`src/eipm_consts.svh`:
```
// Purpose: Named constants for the interrupt config and power mode block
// Assumes: APB byte addresses are four times the printed register index
// Notes:   Included by the package and the top module
`ifndef EIPM_CONSTS_SVH
`define EIPM_CONSTS_SVH
// ==========================================================
// Register indices and byte addresses
`define EIPM_IDX_PWR        8'h87
`define EIPM_IDX_EXTCFG     8'hE4
`define EIPM_IDX_PRIO       8'hF6
`define EIPM_IDX_STATUS     8'hF0
`define EIPM_IDX_CTRL       8'hF1
`define EIPM_ADDR_W         10
`define EIPM_ADDR(i)        {i, 2'b00}
// ==========================================================
// Reset values and field masks
`define EIPM_RST_PWR        8'h00
`define EIPM_RST_EXTCFG     8'h01
`define EIPM_RST_PRIO       8'hC0
`define EIPM_PRIO_FIXED     8'hC0
`define EIPM_PRIO_WMASK     8'h3F
`define EIPM_PWR_FLAGMASK   8'hFC
`define EIPM_BIT_IDLE       0
`define EIPM_BIT_STOP       1
`define EIPM_BIT_E1POL      7
`define EIPM_BIT_E0POL      3
`define EIPM_RESTART_PC     16'h0000
// ==========================================================
// Timing: clock-loss timeout
`define EIPM_CLK_MHZ        50
`define EIPM_MCD_US         100
`define EIPM_MCD_CYC        (`EIPM_MCD_US * `EIPM_CLK_MHZ)
`endif

```
`src/eipm_pkg.sv`:
```
// Purpose: Types for the interrupt config and power mode block
// Assumes: Constants come from the consts header
// Notes:   State is carried as one packed struct
`include "eipm_consts.svh"
package eipm_pkg;
	typedef enum logic [1:0] {
		EIPM_RUN  = 2'b00,
		EIPM_IDLE = 2'b01,
		EIPM_STOP = 2'b10
	} eipm_mode_e;

	typedef struct packed {
		logic [`EIPM_ADDR_W-1:0] paddr;
		logic                    psel;
		logic                    penable;
		logic                    pwrite;
		logic [31:0]             pwdata;
	} eipm_apb_req_s;

	typedef struct packed {
		logic [31:0] prdata;
		logic        pready;
		logic        pslverr;
	} eipm_apb_rsp_s;

	typedef struct packed {
		eipm_mode_e  mode;
		logic [7:0]  pwr_flags;
		logic [7:0]  extcfg;
		logic [5:0]  prio;
		logic [7:0]  skip;
		logic        mcd_en;
		logic        wdt_en;
		logic [31:0] mcd_cnt;
		logic [31:0] prdata;
		logic        pslverr;
		logic        ext0;
		logic        ext1;
		logic        cpu_gate;
		logic        sys_reset;
		logic        ack;
	} eipm_state_s;
endpackage

```
`src/eipm_top.sv`:
```
// Purpose: Extended priority, external irq pin config and idle/stop control
// Assumes: Pin, irq and CPU signals are synchronous to CLOCK
// Notes:   Mode reset here stands for the device reset sequence request
`timescale 1ns/100ps
`include "eipm_consts.svh"
// Contract
// - Priority bits 7:6 always read one, writes to them ignored
// - Priority bits 5:0 give low/high level per extended source
// - Config bit 7 sets second external input polarity
// - Config bits 6:4 pick port-zero pin for second external input
// - Config bit 3 first input polarity, bits 2:0 its pin
// - External inputs sample pins without altering crossbar routing
// - Crossbar never routes a peripheral onto a skipped pin
// - Idle bit write halts CPU after instruction; peripherals keep running
// - Registers and memory keep their contents during idle
// - Enabled interrupt clears idle, resumes CPU to service it
// - Reset during idle runs normal reset from address zero
// - Enabled watchdog keeps counting in idle and may reset
// - Stop bit write halts oscillator, CPU and digital peripherals
// - Stop ends only by reset, never by an interrupt
// - Clock-loss detector runs in stop, resets after 100 us
// - Stop and idle bits always read zero
// - Power bits 7:2 are plain software flags
// - Interrupt enabled only with global enable and its mask set
module eipm_top (
	input  wire logic                   CLOCK,
	input  wire logic                   RESET_N,
	input  wire eipm_pkg::eipm_apb_req_s APB_REQ,
	output eipm_pkg::eipm_apb_rsp_s      APB_RSP,
	input  wire logic [7:0]             PORT_PIN,
	input  wire logic [7:0]             XBAR_ROUTE_REQ,
	output logic [7:0]                  XBAR_ROUTE_OK,
	input  wire logic                   INSTR_DONE,
	input  wire logic                   GLOBAL_IRQ_ENABLE,
	input  wire logic [10:0]            IRQ_PENDING,
	input  wire logic [10:0]            IRQ_MASK,
	input  wire logic                   WDT_RESET_REQ,
	input  wire logic                   EXT_RESET_REQ,
	input  wire logic                   OSC_CLOCK_LOST,
	output logic                        EXTERNAL_IRQ_0,
	output logic                        EXTERNAL_IRQ_1,
	output logic [5:0]                  EXT_PRIORITY,
	output logic                        CPU_CLK_EN,
	output logic                        PERIPH_CLK_EN,
	output logic                        INT_OSC_EN,
	output logic                        WDT_RUN,
	output logic                        SYS_RESET,
	output logic [15:0]                 RESTART_PC
);
	import eipm_pkg::*;

	eipm_state_s s;
	eipm_state_s next_s;
	logic        wr;
	logic        rd;
	logic        acc;
	logic        irq_wake;
	logic        rst_req;
	logic [`EIPM_ADDR_W-1:0] a;

	assign a = APB_REQ.paddr;
	// One wait state: registered read data must already stand when pready is high
	assign acc = APB_REQ.psel & APB_REQ.penable;
	assign wr = acc & APB_REQ.pwrite & s.ack;
	assign rd = acc & ~APB_REQ.pwrite & ~s.ack;
	// Wake only on a source both masked in and globally enabled
	assign irq_wake = GLOBAL_IRQ_ENABLE & |(IRQ_PENDING & IRQ_MASK);
	// ======================================================
	// Reset requests: watchdog, external, clock loss
	assign rst_req = WDT_RESET_REQ | EXT_RESET_REQ
		| (s.mcd_en & (s.mcd_cnt >= 32'(`EIPM_MCD_CYC)));

	always_comb begin
		next_s = s;
		next_s.pslverr = 1'b0;
		next_s.prdata = 32'h0;
		next_s.sys_reset = 1'b0;
		next_s.ack = acc & ~s.ack;
		// ==================================================
		// Register writes
		if (wr) begin
			unique case (a)
				`EIPM_ADDR(`EIPM_IDX_PWR): begin
					next_s.pwr_flags = APB_REQ.pwdata[7:0] & `EIPM_PWR_FLAGMASK;
					// Only a reset leaves stop, so mode writes are ignored there
					if (s.mode != EIPM_STOP) begin
						if (APB_REQ.pwdata[`EIPM_BIT_STOP]) begin
							next_s.mode = EIPM_STOP;
						end else if (APB_REQ.pwdata[`EIPM_BIT_IDLE]) begin
							next_s.mode = EIPM_IDLE;
						end
					end
				end
				`EIPM_ADDR(`EIPM_IDX_EXTCFG): next_s.extcfg = APB_REQ.pwdata[7:0];
				`EIPM_ADDR(`EIPM_IDX_PRIO):   next_s.prio = APB_REQ.pwdata[5:0];
				`EIPM_ADDR(`EIPM_IDX_CTRL): begin
					next_s.skip = APB_REQ.pwdata[7:0];
					next_s.mcd_en = APB_REQ.pwdata[8];
					next_s.wdt_en = APB_REQ.pwdata[9];
				end
				default: ;
			endcase
		end
		// Decode errors flagged on the first access cycle so they stand with pready
		if (acc & ~s.ack) begin
			unique case (a)
				`EIPM_ADDR(`EIPM_IDX_PWR):    next_s.pslverr = 1'b0;
				`EIPM_ADDR(`EIPM_IDX_EXTCFG): next_s.pslverr = 1'b0;
				`EIPM_ADDR(`EIPM_IDX_PRIO):   next_s.pslverr = 1'b0;
				`EIPM_ADDR(`EIPM_IDX_CTRL):   next_s.pslverr = 1'b0;
				`EIPM_ADDR(`EIPM_IDX_STATUS): next_s.pslverr = APB_REQ.pwrite;
				default:                      next_s.pslverr = 1'b1;
			endcase
		end
		// ==================================================
		// Register reads
		if (rd) begin
			unique case (a)
				`EIPM_ADDR(`EIPM_IDX_PWR):    next_s.prdata = {24'h0, s.pwr_flags};
				`EIPM_ADDR(`EIPM_IDX_EXTCFG): next_s.prdata = {24'h0, s.extcfg};
				`EIPM_ADDR(`EIPM_IDX_PRIO):
					next_s.prdata = {24'h0, `EIPM_PRIO_FIXED | {2'b00, s.prio}};
				`EIPM_ADDR(`EIPM_IDX_STATUS): next_s.prdata = {30'h0, s.mode};
				`EIPM_ADDR(`EIPM_IDX_CTRL):
					next_s.prdata = {22'h0, s.wdt_en, s.mcd_en, s.skip};
				default: next_s.pslverr = 1'b1;
			endcase
		end
		// ==================================================
		// Power mode sequencing
		unique case (s.mode)
			EIPM_RUN: next_s.cpu_gate = 1'b1;
			EIPM_IDLE: begin
				// Gate only once the setting instruction has retired
				if (INSTR_DONE) begin
					next_s.cpu_gate = 1'b0;
				end
				if (irq_wake) begin
					next_s.mode = EIPM_RUN;
					next_s.cpu_gate = 1'b1;
				end
			end
			EIPM_STOP: begin
				// Interrupts ignored here; only a reset leaves stop
				if (INSTR_DONE) begin
					next_s.cpu_gate = 1'b0;
				end
			end
			default: next_s.mode = EIPM_RUN;
		endcase
		// Clock-loss counter counts while enabled and the clock is lost, stop included; restarts from zero after firing
		if (s.mcd_en & OSC_CLOCK_LOST) begin
			next_s.mcd_cnt = s.mcd_cnt + 32'h1;
		end else begin
			next_s.mcd_cnt = 32'h0;
		end
		if (rst_req) begin
			// Normal reset sequence; data memory lives outside this block
			next_s.mode = EIPM_RUN;
			next_s.cpu_gate = 1'b1;
			next_s.sys_reset = 1'b1;
			next_s.mcd_cnt = 32'h0;
			next_s.pwr_flags = `EIPM_RST_PWR;
			next_s.extcfg = `EIPM_RST_EXTCFG;
			next_s.prio = 6'h00;
		end
		// ==================================================
		// External inputs: observe pins only, polarity applied
		next_s.ext0 = PORT_PIN[s.extcfg[2:0]] ~^ s.extcfg[`EIPM_BIT_E0POL];
		next_s.ext1 = PORT_PIN[s.extcfg[6:4]] ~^ s.extcfg[`EIPM_BIT_E1POL];
	end

	always_ff @(posedge CLOCK or negedge RESET_N) begin
		if (!RESET_N) begin
			s <= '0;
			s.extcfg <= `EIPM_RST_EXTCFG;
			s.cpu_gate <= 1'b1;
			s.wdt_en <= 1'b1;
		end else begin
			s <= next_s;
		end
	end

	// ======================================================
	// Crossbar guard and outputs
	genvar g;
	generate
		for (g = 0; g < 8; g++) begin : g_skip
			assign XBAR_ROUTE_OK[g] = XBAR_ROUTE_REQ[g] & ~s.skip[g];
		end
	endgenerate

	assign APB_RSP.prdata = s.prdata;
	assign APB_RSP.pslverr = s.pslverr;
	assign APB_RSP.pready = s.ack;
	assign EXTERNAL_IRQ_0 = s.ext0;
	assign EXTERNAL_IRQ_1 = s.ext1;
	assign EXT_PRIORITY = s.prio;
	// Registered gate: no combinational glitch on the enable
	assign CPU_CLK_EN = s.cpu_gate;
	assign PERIPH_CLK_EN = (s.mode != EIPM_STOP) | ~INSTR_DONE & s.cpu_gate;
	assign INT_OSC_EN = ~((s.mode == EIPM_STOP) & ~s.cpu_gate);
	assign WDT_RUN = s.wdt_en & INT_OSC_EN;
	assign SYS_RESET = s.sys_reset;
	assign RESTART_PC = `EIPM_RESTART_PC;

	// ======================================================
	// Checks
	chk_prio_ones: assert property (@(posedge CLOCK) disable iff (!RESET_N)
		rd & (a == `EIPM_ADDR(`EIPM_IDX_PRIO)) |=> s.prdata[7:6] == 2'b11)
		else $error("priority upper bits not one");
	chk_pwr_rdzero: assert property (@(posedge CLOCK) disable iff (!RESET_N)
		rd & (a == `EIPM_ADDR(`EIPM_IDX_PWR)) |=> s.prdata[1:0] == 2'b00)
		else $error("mode bits read nonzero");
	chk_idle_wake: assert property (@(posedge CLOCK) disable iff (!RESET_N)
		(s.mode == EIPM_IDLE) & irq_wake & ~rst_req |=> (s.mode == EIPM_RUN) & s.cpu_gate)
		else $error("idle not woken by enabled irq");
	chk_stop_hold: assert property (@(posedge CLOCK) disable iff (!RESET_N)
		(s.mode == EIPM_STOP) & ~rst_req |=> s.mode == EIPM_STOP)
		else $error("stop left without reset");
	chk_reset_run: assert property (@(posedge CLOCK) disable iff (!RESET_N)
		rst_req |=> (s.mode == EIPM_RUN) & s.sys_reset)
		else $error("reset did not restart");
	chk_ext0_pin: assert property (@(posedge CLOCK) disable iff (!RESET_N)
		1'b1 |=> s.ext0 == ($past(PORT_PIN[s.extcfg[2:0]]) ~^ $past(s.extcfg[3])))
		else $error("ext0 wrong pin or polarity");
	chk_skip_block: assert property (@(posedge CLOCK) disable iff (!RESET_N)
		(s.skip & XBAR_ROUTE_OK) == 8'h00)
		else $error("skipped pin routed");
	chk_idle_gate: assert property (@(posedge CLOCK) disable iff (!RESET_N)
		(s.mode == EIPM_IDLE) & INSTR_DONE & ~irq_wake & ~rst_req |=> ~CPU_CLK_EN & PERIPH_CLK_EN)
		else $error("idle did not gate cpu only");
	chk_wake_enable: assert property (@(posedge CLOCK) disable iff (!RESET_N)
		(s.mode == EIPM_IDLE) & ~GLOBAL_IRQ_ENABLE & ~rst_req |=> s.mode == EIPM_IDLE)
		else $error("woke with irqs disabled");

	chk_prio_wrlow: assert property (@(posedge CLOCK) disable iff (!RESET_N)
		wr & (a == `EIPM_ADDR(`EIPM_IDX_PRIO)) & ~rst_req
		|=> s.prio == $past(APB_REQ.pwdata[5:0]))
		else $error("priority write lost");

	chk_prio_hold: assert property (@(posedge CLOCK) disable iff (!RESET_N)
		~(wr & (a == `EIPM_ADDR(`EIPM_IDX_PRIO))) & ~rst_req
		|=> $stable(s.prio))
		else $error("priority changed unwritten");

	chk_ext1_pin: assert property (@(posedge CLOCK) disable iff (!RESET_N)
		1'b1
		|=> s.ext1 == ($past(PORT_PIN[s.extcfg[6:4]]) ~^ $past(s.extcfg[7])))
		else $error("ext1 wrong pin or polarity");

	chk_cfg_write: assert property (@(posedge CLOCK) disable iff (!RESET_N)
		wr & (a == `EIPM_ADDR(`EIPM_IDX_EXTCFG)) & ~rst_req
		|=> s.extcfg == $past(APB_REQ.pwdata[7:0]))
		else $error("config write lost");

	chk_route_pass: assert property (@(posedge CLOCK) disable iff (!RESET_N)
		1'b1
		|-> XBAR_ROUTE_OK == (XBAR_ROUTE_REQ & ~s.skip))
		else $error("crossbar routing disturbed");

	chk_idle_enter: assert property (@(posedge CLOCK) disable iff (!RESET_N)
		wr & (a == `EIPM_ADDR(`EIPM_IDX_PWR)) & (s.mode == EIPM_RUN)
		& APB_REQ.pwdata[0] & ~APB_REQ.pwdata[1] & ~rst_req |=> s.mode == EIPM_IDLE)
		else $error("idle not entered");

	chk_idle_cpuon: assert property (@(posedge CLOCK) disable iff (!RESET_N)
		(s.mode == EIPM_IDLE) & s.cpu_gate & ~INSTR_DONE & ~rst_req
		|=> CPU_CLK_EN)
		else $error("cpu gated before instruction end");

	chk_idle_regs: assert property (@(posedge CLOCK) disable iff (!RESET_N)
		(s.mode == EIPM_IDLE) & ~wr & ~rst_req
		|=> $stable(s.extcfg) & $stable(s.prio) & $stable(s.skip))
		else $error("register changed in idle");

	chk_idle_flags: assert property (@(posedge CLOCK) disable iff (!RESET_N)
		(s.mode == EIPM_IDLE) & ~wr & ~rst_req
		|=> $stable(s.pwr_flags))
		else $error("flags changed in idle");

	chk_status_mode: assert property (@(posedge CLOCK) disable iff (!RESET_N)
		rd & (a == `EIPM_ADDR(`EIPM_IDX_STATUS))
		|=> s.prdata[1:0] == $past(s.mode))
		else $error("status read wrong mode");

	chk_reset_regs: assert property (@(posedge CLOCK) disable iff (!RESET_N)
		rst_req
		|=> (s.extcfg == `EIPM_RST_EXTCFG) & (s.pwr_flags == `EIPM_RST_PWR))
		else $error("reset left registers set");

	chk_reset_pulse: assert property (@(posedge CLOCK) disable iff (!RESET_N)
		~rst_req
		|=> ~SYS_RESET)
		else $error("reset pulse without request");

	chk_wdt_idle: assert property (@(posedge CLOCK) disable iff (!RESET_N)
		(s.mode == EIPM_IDLE) & s.wdt_en
		|-> WDT_RUN)
		else $error("watchdog stopped in idle");

	chk_wdt_reset: assert property (@(posedge CLOCK) disable iff (!RESET_N)
		WDT_RESET_REQ
		|=> SYS_RESET & (s.mode == EIPM_RUN))
		else $error("watchdog reset ignored");

	chk_stop_enter: assert property (@(posedge CLOCK) disable iff (!RESET_N)
		wr & (a == `EIPM_ADDR(`EIPM_IDX_PWR)) & APB_REQ.pwdata[1] & ~rst_req
		|=> s.mode == EIPM_STOP)
		else $error("stop not entered");

	chk_stop_osc: assert property (@(posedge CLOCK) disable iff (!RESET_N)
		(s.mode == EIPM_STOP) & ~s.cpu_gate
		|-> ~INT_OSC_EN & ~PERIPH_CLK_EN & ~CPU_CLK_EN)
		else $error("clocks running in stop");

	chk_stop_irq: assert property (@(posedge CLOCK) disable iff (!RESET_N)
		(s.mode == EIPM_STOP) & ~s.cpu_gate & irq_wake & ~rst_req
		|=> ~CPU_CLK_EN)
		else $error("interrupt woke stop");

	chk_mcd_count: assert property (@(posedge CLOCK) disable iff (!RESET_N)
		s.mcd_en & OSC_CLOCK_LOST & ~rst_req
		|=> s.mcd_cnt == $past(s.mcd_cnt) + 32'h1)
		else $error("clock-loss count stalled");

	chk_mcd_clear: assert property (@(posedge CLOCK) disable iff (!RESET_N)
		~(s.mcd_en & OSC_CLOCK_LOST)
		|=> s.mcd_cnt == 32'h0)
		else $error("clock-loss count not cleared");

	chk_mcd_fire: assert property (@(posedge CLOCK) disable iff (!RESET_N)
		s.mcd_en & (s.mcd_cnt >= 32'(`EIPM_MCD_CYC))
		|=> SYS_RESET)
		else $error("clock-loss reset missing");

	chk_pwr_flags: assert property (@(posedge CLOCK) disable iff (!RESET_N)
		wr & (a == `EIPM_ADDR(`EIPM_IDX_PWR)) & ~rst_req
		|=> s.pwr_flags == ($past(APB_REQ.pwdata[7:0]) & `EIPM_PWR_FLAGMASK))
		else $error("power flags write lost");

	chk_flags_read: assert property (@(posedge CLOCK) disable iff (!RESET_N)
		rd & (a == `EIPM_ADDR(`EIPM_IDX_PWR))
		|=> s.prdata[7:2] == $past(s.pwr_flags[7:2]))
		else $error("power flags read wrong");

	chk_wake_mask: assert property (@(posedge CLOCK) disable iff (!RESET_N)
		(s.mode == EIPM_IDLE) & ~|(IRQ_PENDING & IRQ_MASK) & ~rst_req & ~wr
		|=> s.mode == EIPM_IDLE)
		else $error("woke on masked irq");

	chk_gate_run: assert property (@(posedge CLOCK) disable iff (!RESET_N)
		s.mode == EIPM_RUN
		|=> CPU_CLK_EN)
		else $error("cpu gated while running");

	chk_rdata_drop: assert property (@(posedge CLOCK) disable iff (!RESET_N)
		~rd
		|=> s.prdata == 32'h0)
		else $error("read data left standing");

	chk_pready_wait: assert property (@(posedge CLOCK) disable iff (!RESET_N)
		acc & ~s.ack
		|-> ~APB_RSP.pready)
		else $error("ready without wait state");

	chk_pready_next: assert property (@(posedge CLOCK) disable iff (!RESET_N)
		acc & ~s.ack
		|=> APB_RSP.pready)
		else $error("ready missing after wait");

	chk_ack_drop: assert property (@(posedge CLOCK) disable iff (!RESET_N)
		s.ack
		|=> ~s.ack)
		else $error("ready held too long");
endmodule
```
`config.mk`:
```
export PLATFORM = sky130hd
export DESIGN_NAME = eipm_top
export DESIGN_NICKNAME = d
export VERILOG_FILES = /design/src/eipm_pkg.sv /design/src/eipm_top.sv
export VERILOG_INCLUDE_DIRS = /design/src /design/src/src
export SDC_FILE = /design/constraint.sdc
export NUM_CORES = 1
export LEC_CHECK = 0
export BUFFER_PORTS_ARGS = -buffer_cell sky130_fd_sc_hd__buf_2
export CORE_MARGIN = 2
export CORE_UTILIZATION = 44
export CTS_CLUSTER_SIZE = 12
export DETAILED_ROUTE_END_ITERATION = 16
export GPL_ROUTABILITY_DRIVEN = 0
export HOLD_SLACK_MARGIN = 0.03
export PLACE_DENSITY = 0.77
export SLEW_MARGIN = 5
export SYNTH_ARGS = -nofsm -noshare
export SYNTH_HDL_FRONTEND = slang
export SYNTH_SLANG_ARGS = --single-unit
```
`constraint.sdc`:
```
create_clock -name CLOCK -period 1.5 [get_ports CLOCK]
set_input_delay 0 -clock CLOCK [delete_from_list [all_inputs] [get_ports CLOCK]]
set_output_delay 0 -clock CLOCK [all_outputs]
set_load 0.02 [all_outputs]
```
==> impl_metrics.tcl <==
set metrics [dict create \
    yosys.area.top_type "dfrtp_1" \
    start_util 0.457 \
    post-place-ws_ns -0.261 \
    max_cap_viol_count 0 \
    cp_max_fo 8 \
    drc_errors 0 \
    grt_pass1_vias 3339 \
    rsz0062_at_grt "true" \
    synth_most_common_cell "dfrtp_1" \
    detail_route.first_pass.iterations 6 \
    drt-met1-wl_mm 3.68 \
    syn2layout_area_growth_pct 29.5 \
    netlist_area_um2 4010 \
    grt_first_pass_wirelength_mm 15.6 \
    h-tree-depth 3 \
    tightest_slew_ns 0.605 \
    diodes 0 \
    ant_nets 0 \
    wl_per_cell_um 15.2 \
    fmaxAchievable_mhz 612 \
    die_area_um2 9880 \
    ys.flop_type "dfrtp_1" \
    async_flop_share 1.00 \
    slew_violations 0 \
    numClockSinks 80 \
    final_nets 626 \
    power.leakage_nw 2.46 \
    slew_headroom 0.591 \
    tritoncts "done" \
    synth_cell_type_count 52 \
    critPathKind "register to register" \
    io_buffer_count 100 \
    start_kind "register" \
    cp_data_arrival_time_ns 1.91 \
    holdWs_ns 0.0914 \
    fin_cells 643 \
    drtIter0Drc 332 \
    synthesis.instances 376 \
    antenna_found_initial 0 \
    clk_path_buf_depth 2 \
    cpLargestDelayFamily "compound AO/OA/AOI/OAI gates" \
    core_area_um2 8760 \
    critical_path.slowest_cell "dfrtp_1" \
    num_vias 3356 \
    period_needed_ns 1.63 \
    critPathMaxStageDelay_ns 0.39 \
    cts-buffers-inserted 9 \
    yosys-top-cells-count "77 x dfrtp_1, 59 x buf_4, 34 x nand2_1" \
    vias_per_cell 5.22 \
    clkTransAtPathRegs_ns 0.08 \
    cp_num_buf_inv 1 \
    worst_slack_ns -0.135 \
    routed-wl-met2_mm 5.16 \
    die_x_um 99.4 \
    drt-total-wl_mm 9.79 \
    insertion_delay_ns 0.35 \
    setup_viol 38 \
    synth_top_cells_by_area "dfrtp_1 48%, buf_4 11%, nand2_1 3.2%, a21oi_1 3.0%, nand3_1 2.6%" \
    ir_worst_vdd_mv 0.523 \
    worstHoldPathType "input pin to register" \
    gr-total-overflow 0 \
    grt_use_total 0.202 \
    hpwlAfterDp_mm 7.01 \
    finClkSkew_ns 0.00884 \
    syn_area_per_cell_um2 10.7 \
    violations "setup timing" \
    die_y_um 99.4 \
    grt_max_degree 34 \
    status "finished with violations" \
    cp_cell_sequence "nor4_2, nand4_1, a211oi_2, o21ai_4, buf_4, a21oi_1" \
    synth-edff-count 0 \
    highest_layer "met4" \
    wl_met3_um 796 \
    synth_top_area_frac 0.481 \
    io_pins 161 \
    post-route-period-util 1.09 \
    cts-root-buf "clkbuf_8" \
    placed_cells 609 \
    finalHoldViolCount 0 \
    yosysWarnings 0 \
    crit_required_ns 1.77 \
    ys_seq_elements 80 \
    rows 34 \
    yosysSeqAreaShare 0.501 \
    final_layout_size_suffix_gt1_frac 0.361 \
    p_per_area_nw_per_um2 838 \
    endpoint_kind "register" \
    fin_tns_setup_ns -3.47 \
]
[cell type report]
type,instances,area [um^2]
Clock buffer,10,138
Clock inverter,6,82.6
Fill cell,705,3580
Inverter,11,41.3
Multi-Input combinational cell,275,1800
Sequential cell,80,2010
Tap cell,108,135
Timing Repair Buffer,153,981
[power by group]
| group | total (mW) | switching (mW) | leakage, nW | internal (mW) |
|---|---|---|---|---|
| Clock | 1.74 | 0.765 | 0.112 | 0.974 |
| Combinational | 0.406 | 0.251 | 1.31 | 0.156 |
| Sequential | 2.20 | 0.0137 | 1.04 | 2.19 |
| Total | 4.35 | 1.03 | 2.46 | 3.32 |
[per-stage QoR]
stage	instance area, um^2	utilization	power (mW)
after floorplan	4230	-	2.49
after global placement	4680	0.534	2.59
after detailed placement	4680	0.534	2.61
after CTS	5140	0.586	4.37
after global routing	5190	0.592	4.52
final	5190	0.592	4.35
[final timing paths]
check	start	depth (start not counted)	endpoint	slack, ns
worst max-delay path	s[67]	6	s[101]	-0.13
worst min-delay path	OSC_CLOCK_LOST	4	s[46]	0.09
worst max register to register	s[67]	6	s[101]	-0.13
worst min register to register	s[89]	1	EXTERNAL_IRQ_0	0.51
max in group asynchronous	RESET_N	3	s[86]	0.77
min in group asynchronous	RESET_N	2	s[67]	0.12
[tightest hold or removal path, cell delays in order]
cell	delay [ns]
buf_2	0.10
nand4_1	0.09
buf_6	0.17
nor2_2	0.04
[cell families (layout without fill, tap and decap cells)]
logic type,after synthesis,in the layout,share of synthesized area
XOR/XNOR,13,13,0.0284
other,1,57,0.000936
AND/OR/NAND/NOR,130,130,0.179
multiplexers,18,18,0.0603
buffers and inverters,77,180,0.128
adder cells (fa/ha/maj),6,6,0.0187
flip-flops,80,80,0.501
AO/OA/AOI/OAI,51,51,0.0840
[per-layer routing]
metal  vias to the layer above  track usage
met2                       180        0.348
li1                       1510            -
met4                         0       0.0790
met5                         -            0
met1                      1651        0.249
met3                        15       0.0415
[placed cells by master (no fill, tap or decap), types with 16 or more instances in the layout]
master         synthesis  final
a21oi_1               24     16
nand2_1               34     34
nand3_1               21     21
buf_4                 59     32
buf_2                  1     99
dfrtp_1               77     76
dlygate4sd3_1          0     16
conb_1                 1     57
nor2_1                26     21
[registers in the layout, summed over array words and instances (netlist names)]
register / count
APB_RSP: 12
CPU_CLK_EN: 1
s: 58
EXT_PRIORITY: 6
SYS_RESET: 1
EXTERNAL_IRQ_1: 1
EXTERNAL_IRQ_0: 1
[timing repair]
item                                    CTS  global route
hold endpoints to repair                113             0
pin swaps                                 5             2
gates resized for setup                  14            15
endpoints found under the setup margin   39            48
cloned                                    0             0
hold buffers                             16             0
buffers inserted                          1             1
(Power assumes the default switching activity.)
